==> src/logic/ecsd_pkg.sv <==
/*
 Package for the edge-count setpoint decoder: timing constants,
 setpoint codes and the timeout-to-cycles derivation.
 Assumes a 100 MHz system clock.
*/
`default_nettype none
package ecsd_pkg;
   localparam int CLK_MHZ = 100;
   // Timeouts in microseconds
   localparam int LATCH_TIMEOUT_US = 500;
   localparam int OFF_TIMEOUT_US = 500;
   localparam int MAX_HIGH_TIME_US = 75;
   // Timeouts scale exactly to whole cycles at CLK_MHZ
   localparam int LATCH_TIMEOUT_CYC = LATCH_TIMEOUT_US * CLK_MHZ;
   localparam int OFF_TIMEOUT_CYC = OFF_TIMEOUT_US * CLK_MHZ;
   localparam int TIMER_W = 16;
   localparam int CODE_W = 4;
   // Code 0 = one edge = 0.60 V; each step adds 0.04 V up to 1.20 V
   localparam logic [3:0] DEFAULT_CODE = 4'h0;
   localparam logic [3:0] MAX_CODE = 4'hf;
   // Reference levels in millivolts: low reference base and step, and the high reference
   localparam logic [10:0] LOW_REF_BASE_MV = 11'h258;
   localparam logic [10:0] LOW_REF_STEP_MV = 11'h028;
   localparam logic [10:0] HIGH_REF_MV = 11'h4b0;
   typedef enum logic [1:0] {ECSD_OFF, ECSD_COUNT, ECSD_WAIT_LOW, ECSD_RUN} ecsd_state_t;
endpackage
`default_nettype wire

==> src/logic/ecsd_timer.sv <==
/*
 Level-duration timer: counts cycles while a level holds and
 pulses expired once when the limit is reached.
 Assumes the level input is already synchronous to clk_in.
*/
`timescale 1ns/1ps
`default_nettype none
module ecsd_timer #(
   parameter int LIMIT = 50000,
   parameter int W = 16
) (
   // Clock and reset
   input wire logic clk_in,
   input wire logic sys_rst_in,
   // Level to time
   input wire logic run_in,
   output logic expired_out
);
   logic [W-1:0] count;
   wire at_limit = (count == W'(LIMIT - 1));

   always_ff @(posedge clk_in)
   begin
      if (sys_rst_in || !run_in)
      begin
         count <= '0;
         expired_out <= 1'b0;
      end
      else
      begin
         // Saturate so the pulse happens once per qualifying level
         if (count != W'(LIMIT))
            count <= count + W'(1);
         expired_out <= at_limit;
      end
   end
endmodule
`default_nettype wire

==> src/logic/ecsd_decoder.sv <==
/*
 Edge-count setpoint decoder for a boost regulator reference.
 Selects high or low feedback reference from ref_sel_in and programs
 one of 16 low-reference levels by counting rising edges on en_set_in.
 Assumes en_set_in and ref_sel_in are synchronous to clk_in; power-up
 is represented by sys_rst_in.
*/
// Functional notes
// RQ1: Select high enables the high reference at 1.2 V and turns the low reference off.
// RQ2: Select low enables the low reference at 0.6 V nominal and turns the high reference off.
// RQ3: The active reference follows every toggle of the select input during operation.
// RQ4: The host keeps select low for the whole time it programs by edge count.
// RQ5: Rising edges on the enable/set pin are counted and decoded into one of 16 levels.
// RQ6: The host sends programming edges no faster than 1 MHz.
// RQ7: After the last edge the pin stays high for the latch timeout, then the count is latched and applied.
// RQ8: The pin held low longer than the off timeout disables the device.
// RQ9: Entering the disabled state resets the setpoint to the 0.6 V default.
// RQ10: After power-up with select low and no programming the low reference is 0.6 V.
// RQ11: One edge maps to 0.60 V and each further edge adds 0.04 V, up to 1.20 V at 16 edges.
// RQ12: The host keeps each high phase between edges no longer than 75 us.
// RQ13: Both timeouts are internal timers that expire within 500 us of the qualifying level.
// RQ14: A rising edge after a disabled period enables the device and counts as the first edge.
`timescale 1ns/1ps
`default_nettype none
module ecsd_decoder #(
   parameter int LATCH_CYCLES = ecsd_pkg::LATCH_TIMEOUT_CYC,
   parameter int OFF_CYCLES = ecsd_pkg::OFF_TIMEOUT_CYC
) (
   // Clock and reset
   input wire logic clk_in,
   input wire logic sys_rst_in,
   // Pins from the host
   input wire logic en_set_in,
   input wire logic ref_sel_in,
   // Regulator control
   output logic enabled_out,
   output logic high_feedback_ref_en_out,
   output logic low_feedback_ref_en_out,
   output logic [3:0] setpoint_code_out,
   output logic [10:0] ref_mv_out
);
   // Control state
   ecsd_pkg::ecsd_state_t state;
   ecsd_pkg::ecsd_state_t next_state;
   // Pin history, burst count and the applied code
   logic en_set_d;
   logic [3:0] edge_count;
   logic [3:0] next_edge_count;
   logic [3:0] setpoint;
   logic [3:0] next_setpoint;
   // One-cycle pulses from the two level timers
   logic latch_hit;
   logic off_hit;

   // Low reference level of a code: base plus one step per code
   function automatic logic [10:0] code_to_mv(input logic [3:0] code);
      code_to_mv = ecsd_pkg::LOW_REF_BASE_MV + 11'(code) * ecsd_pkg::LOW_REF_STEP_MV;
   endfunction

   // Code actually shown; the off pulse forces the default at once
   function automatic logic [3:0] shown(input logic clear, input logic [3:0] code);
      shown = clear ? ecsd_pkg::DEFAULT_CODE : code;
   endfunction

   // Edge and state decode
   wire rise = en_set_in && !en_set_d;
   wire is_off = (state == ecsd_pkg::ECSD_OFF);
   wire is_count = (state == ecsd_pkg::ECSD_COUNT);

   // A rising edge that meets the off pulse still wins: the pin is high
   // again, so the device must come up rather than drop the first edge
   wire go_off = off_hit && !rise; // [RQ8]
   wire on_next = rise || (!is_off && !off_hit); // [RQ14]

   // Extra edges past 16 hold the top code rather than wrapping
   wire at_top = (edge_count == ecsd_pkg::MAX_CODE);
   wire [3:0] next_count_step = at_top ? edge_count : 4'(edge_count + 4'h1); // [RQ5]
   // Only an edge inside a burst steps; the first edge starts at code 0
   wire step_ok = rise && is_count && !off_hit;
   wire latch_ok = latch_hit && is_count;

   // Output selection
   wire [3:0] code_now = shown(off_hit, setpoint);
   wire [10:0] low_mv = code_to_mv(shown(off_hit, setpoint));
   wire [10:0] next_ref_mv = ref_sel_in ? ecsd_pkg::HIGH_REF_MV : low_mv; // [RQ11]
   wire next_high_en = on_next && ref_sel_in; // [RQ1] [RQ3]
   wire next_low_en = on_next && !ref_sel_in; // [RQ2] [RQ3]

   // Timers restart whenever their level breaks, so each edge re-arms the latch
   wire latch_run = en_set_in && is_count;
   wire off_run = !en_set_in && !is_off;

   // Latch timeout runs while the pin is high after an edge
   ecsd_timer #(.LIMIT(LATCH_CYCLES), .W(ecsd_pkg::TIMER_W)) u_latch_timer ( // [RQ13]
      .clk_in(clk_in),
      .sys_rst_in(sys_rst_in),
      .run_in(latch_run),
      .expired_out(latch_hit)
   );

   // Off timeout runs while the pin is low and the device is on
   ecsd_timer #(.LIMIT(OFF_CYCLES), .W(ecsd_pkg::TIMER_W)) u_off_timer ( // [RQ13]
      .clk_in(clk_in),
      .sys_rst_in(sys_rst_in),
      .run_in(off_run),
      .expired_out(off_hit)
   );

   // Control flow
   always_comb
   begin
      next_state = state;
      case (state)
         ecsd_pkg::ECSD_OFF:
         begin
            if (rise)
               next_state = ecsd_pkg::ECSD_COUNT; // [RQ14]
         end
         ecsd_pkg::ECSD_COUNT:
         begin
            if (go_off)
               next_state = ecsd_pkg::ECSD_OFF; // [RQ8]
            else if (latch_hit)
               next_state = ecsd_pkg::ECSD_RUN; // [RQ7]
         end
         ecsd_pkg::ECSD_RUN, ecsd_pkg::ECSD_WAIT_LOW:
         begin
            if (rise)
               next_state = ecsd_pkg::ECSD_COUNT;
            else if (off_hit)
               next_state = ecsd_pkg::ECSD_OFF; // [RQ8]
         end
         default:
            next_state = ecsd_pkg::ECSD_OFF;
      endcase
   end

   // Burst count and applied code
   always_comb
   begin
      next_edge_count = edge_count;
      if (step_ok)
         next_edge_count = next_count_step; // [RQ5]
      else if (rise || off_hit)
         next_edge_count = ecsd_pkg::DEFAULT_CODE; // [RQ14]
      next_setpoint = setpoint;
      if (off_hit)
         next_setpoint = ecsd_pkg::DEFAULT_CODE; // [RQ9]
      else if (latch_ok)
         next_setpoint = edge_count; // [RQ7]
   end

   always_ff @(posedge clk_in)
   begin
      if (sys_rst_in)
         state <= ecsd_pkg::ECSD_OFF;
      else
         state <= next_state;
   end

   // A pin held high through reset reads as a first edge on release
   always_ff @(posedge clk_in)
   begin
      if (sys_rst_in)
         en_set_d <= 1'b0;
      else
         en_set_d <= en_set_in;
   end

   // The count is scratch: it only matters once the latch timer expires
   always_ff @(posedge clk_in)
   begin
      if (sys_rst_in)
         edge_count <= ecsd_pkg::DEFAULT_CODE;
      else
         edge_count <= next_edge_count;
   end

   // The setpoint survives idle periods; only the off pulse or a new latch moves it
   always_ff @(posedge clk_in)
   begin
      if (sys_rst_in)
         setpoint <= ecsd_pkg::DEFAULT_CODE; // [RQ10]
      else
         setpoint <= next_setpoint;
   end

   // Registered outputs; the select pin is followed every cycle
   always_ff @(posedge clk_in)
   begin
      if (sys_rst_in)
      begin
         enabled_out <= 1'b0;
         high_feedback_ref_en_out <= 1'b0;
         low_feedback_ref_en_out <= 1'b0;
      end
      else
      begin
         enabled_out <= on_next;
         high_feedback_ref_en_out <= next_high_en; // [RQ1] [RQ3]
         low_feedback_ref_en_out <= next_low_en; // [RQ2] [RQ3]
      end
   end

   // Code and level carry their default values through reset
   always_ff @(posedge clk_in)
   begin
      if (sys_rst_in)
      begin
         setpoint_code_out <= ecsd_pkg::DEFAULT_CODE; // [RQ10]
         ref_mv_out <= ecsd_pkg::LOW_REF_BASE_MV; // [RQ10]
      end
      else
      begin
         setpoint_code_out <= code_now; // [RQ9]
         ref_mv_out <= next_ref_mv; // [RQ11]
      end
   end
endmodule
`default_nettype wire

==> config.mk <==
export PLATFORM = sky130hd
export DESIGN_NAME = ecsd_decoder
export DESIGN_NICKNAME = d
export VERILOG_FILES = /design/src/logic/ecsd_pkg.sv /design/src/logic/ecsd_timer.sv /design/src/logic/ecsd_decoder.sv
export SDC_FILE = /design/constraint.sdc
export NUM_CORES = 1
export LEC_CHECK = 0
export ABC_AREA = 1
export BUFFER_PORTS_ARGS = -buffer_cell sky130_fd_sc_hd__buf_2
export CAP_MARGIN = 20
export CORE_MARGIN = 3
export CORE_UTILIZATION = 43
export CTS_BUF_LIST = sky130_fd_sc_hd__clkbuf_4 sky130_fd_sc_hd__clkbuf_8 sky130_fd_sc_hd__clkbuf_16
export CTS_CLUSTER_DIAMETER = 30
export DETAILED_ROUTE_END_ITERATION = 12
export HOLD_SLACK_MARGIN = 0.08
export REMOVE_ABC_BUFFERS = 1
export SLEW_MARGIN = 0
export SYNTH_ARGS = -nofsm -noshare
export SYNTH_HDL_FRONTEND = slang
export SYNTH_SLANG_ARGS = --single-unit
export TNS_END_PERCENT = 20
==> constraint.sdc <==
create_clock -name clk_in -period 2.4 [get_ports clk_in]
set_input_delay 0.6 -clock clk_in [delete_from_list [all_inputs] [get_ports clk_in]]
set_output_delay 0.6 -clock clk_in [all_outputs]
set_load 0.1 [all_outputs]
==> metrics.txt <==
postcts setup bufs=0; buffers added on ports=18; clock network power share=43.4%; Num CTS Buffers=9; Leak=1.40 nW; initial drt markers=88; Hold Worst Slack=0.473 ns; worst-path fanout max=8; ANT cells=0; fin util=between 50% and 60%; Mean Syn Cell Area=~6.8 sq um; Clock Sinks=60; status=finished, final reports clean; clock root buffer master=clkbuf_8; M3 GR Usage=6.00%; TNS Setup=0 ns; Total GRT Usage=about 16%; Final Max Slew Viols=0; Comb power frac=15.3%; Switch Pwr=751 uW; pwr/cell area=roughly 750 nW/um^2; ranking of synthesized cells by area=dfxtp_1 39%, nand2_1 13%, nor2_1 9.0%, inv_1 7.3%, nand3_1 7.0%; crit start category=register; hpwl dp=between 4000 and 5000 um; Yosys cell types=32; Mapped Cells=450; height of the die=90.3 um; CP Capture Type=register; clk slew on worst S/H paths=0.07 ns; drt pass-1 iters=4; grt total ovfl=0; #FFs+latches synth=60; clock buffer depth=2; GR Layer Usage met2=24.3%; Layout area overhead=13.7%; Max Clock Skew=0.00894 ns; Initial Util=44.7%; critical path arrival=around 2.4 ns; period utilisation layout=89.0%; fill count=696; layout cell share with drive strength beyond 1=11.7%; detailed-route vias per instance=4.70; cell depth of the worst hold path=2; RSZ-0062 raised after global routing=false; area fraction of the dominant cell type after synthesis=slightly below 40%; Post-synth EDFFs=0; Tmin final=2.13 ns; GR Util met1=19.6%; Synth area leader=dfxtp_1; worst hold path class=register to register; fmax=468 MHz; Die X=90.3 um; Row Count=30; proportion of synthesized flip-flops having asynchronous set or reset=0%; number of global-route vias before repair=2,398; Peak VDD IR=0.308 mV; DIE AREA=between 8000 and 9000 sq um; switching share of total power=roughly 29%; Post-Route WL=5980 um; hold buffers post-CTS=0; Max-cap violations=0; Clock H-tree levels=3; CTS tree=built; sequential area share after synthesis=39.3%; Internal=roughly 1.8 mW; # resized after CTS=0; largest net degree at the start of global routing=18; routed len/inst=10.4 um; Critical Path RT=2.62 ns; Power, Total=2.60 mW; IO Count=22; Clk Latency, worst-skew pair=0.34 ns; Total Nets Final=489; Yosys warning count=0; post-synthesis cell area=3050 sq um; Residual DRC=0; worst r2r path cells=11; endpoints failing setup=0; initial antenna violation count=0; Routed Antenna Nets=0; critical path class=register to register; routability cong.=between 0.8 and 0.9; ys flop type=dfxtp_1; Final Hold Vio Count=0; core box area=6830 sq um; first-pass GRT wire length=10,400 um; GR peak layer=met2; Flop pwr share=between 40% and 50%; Via Count=about 2,700
-- worst max-delay path, cell delays in order (launching register included) --
cell     delay [ns]
dfxtp_2        0.39
inv_2          0.11
nand2_2        0.11
inv_1          0.05
ha_1           0.29
ha_1           0.21
inv_1          0.07
fa_1           0.40
inv_1          0.14
nand3_1        0.09
nand2_1        0.07
nand3_1        0.08
-- worst paths after layout --
kind                                         startpoint            end  slack (ns)
worst min-delay path                        setpoint[3]    setpoint[3]        0.47
worst max register to register  u_off_timer.expired_out  ref_mv_out[9]        0.27
worst max-delay path            u_off_timer.expired_out  ref_mv_out[9]        0.27
worst min register to register              setpoint[3]    setpoint[3]        0.47
-- registers in the layout, indices dropped and copies added, names as in the netlist --
| register | cells |
|---|---|
| low_feedback_ref_en_out | 1 |
| en_set_d | 1 |
| u_latch_timer.expired_out | 1 |
| edge_count | 4 |
| u_latch_timer.count | 16 |
| setpoint_code_out | 4 |
| ref_mv_out | 8 |
| u_off_timer.expired_out | 1 |
| u_off_timer.count | 16 |
| enabled_out | 1 |
| state | 2 |
| setpoint | 4 |
| high_feedback_ref_en_out | 1 |
-- per-stage QoR --
step                area [sq um]  cells  setup slack [ns]
floorplan                   3000    444             0.389
global placement            3220    559             0.282
detailed placement          3220    559             0.165
CTS                         3470    575             0.161
global route                3470    575            0.0581
finish                      3470    575             0.265
-- kinds of logic (layout without fill, tap and decap cells) --
family	after synthesis	count (layout)	synth area share, %
adders and majority gates	11	11	4.75
xor gates and xnor gates	4	4	1.15
buffers and inverters	72	99	9.75
AOI/OAI and AO/OA	43	43	7.25
DFF	60	60	39.3
other	1	3	0.123
and+or+nand+nor	259	259	37.6
-- synthesized netlist by cell type (4+ instances only) --
master     n
nor3_1     9
nand2_2    4
buf_4      5
inv_1     59
nor2_4     4
nor2_1    73
nand4_1    7
o21ai_0    7
a21oi_1   29
dfxtp_1   60
ha_1      10
nand2_1  107
o21ai_1    4
inv_2      4
nand3_1   43
-- layout make-up --
type	instances	area [sq um]	share of cell area, %
Tap cell	96	120	3.46
Sequential cell	60	1200	34.6
Clock buffer	10	138	3.96
Timing Repair Buffer	19	97.6	2.81
Clock inverter	6	111	3.21
Multi-Input combinational cell	320	1560	45.0
Inverter	64	240	6.92
-- cells in the final DEF (no fill, tap or decap), drive strengths merged, types with 7 or more instances in the layout --
master	n
ha	10
nand3	45
nand4	7
clkbuf	10
nor3	11
dfxtp	60
o21ai	11
nor2	80
inv	63
nand2	112
buf	19
a21oi	29
-- power by group through the flow --
stage	sequential [mW]	clock (mW)	combinational (mW)
after floorplan	1.20	0	0.215
after global placement	1.10	0	0.396
after detailed placement	1.10	0	0.398
after CTS	1.07	1.16	0.399
after global routing	1.08	1.22	0.444
final	1.07	1.13	0.397
-- metal layers --
layer	part of all wire, %	vias to the layer above
li1	-	1470
met1	48	1181
met2	46	45
met3	4.0	8
met4	1.5	0
met5	0	-
No activity file was read; power rests on OpenSTA's default activity.
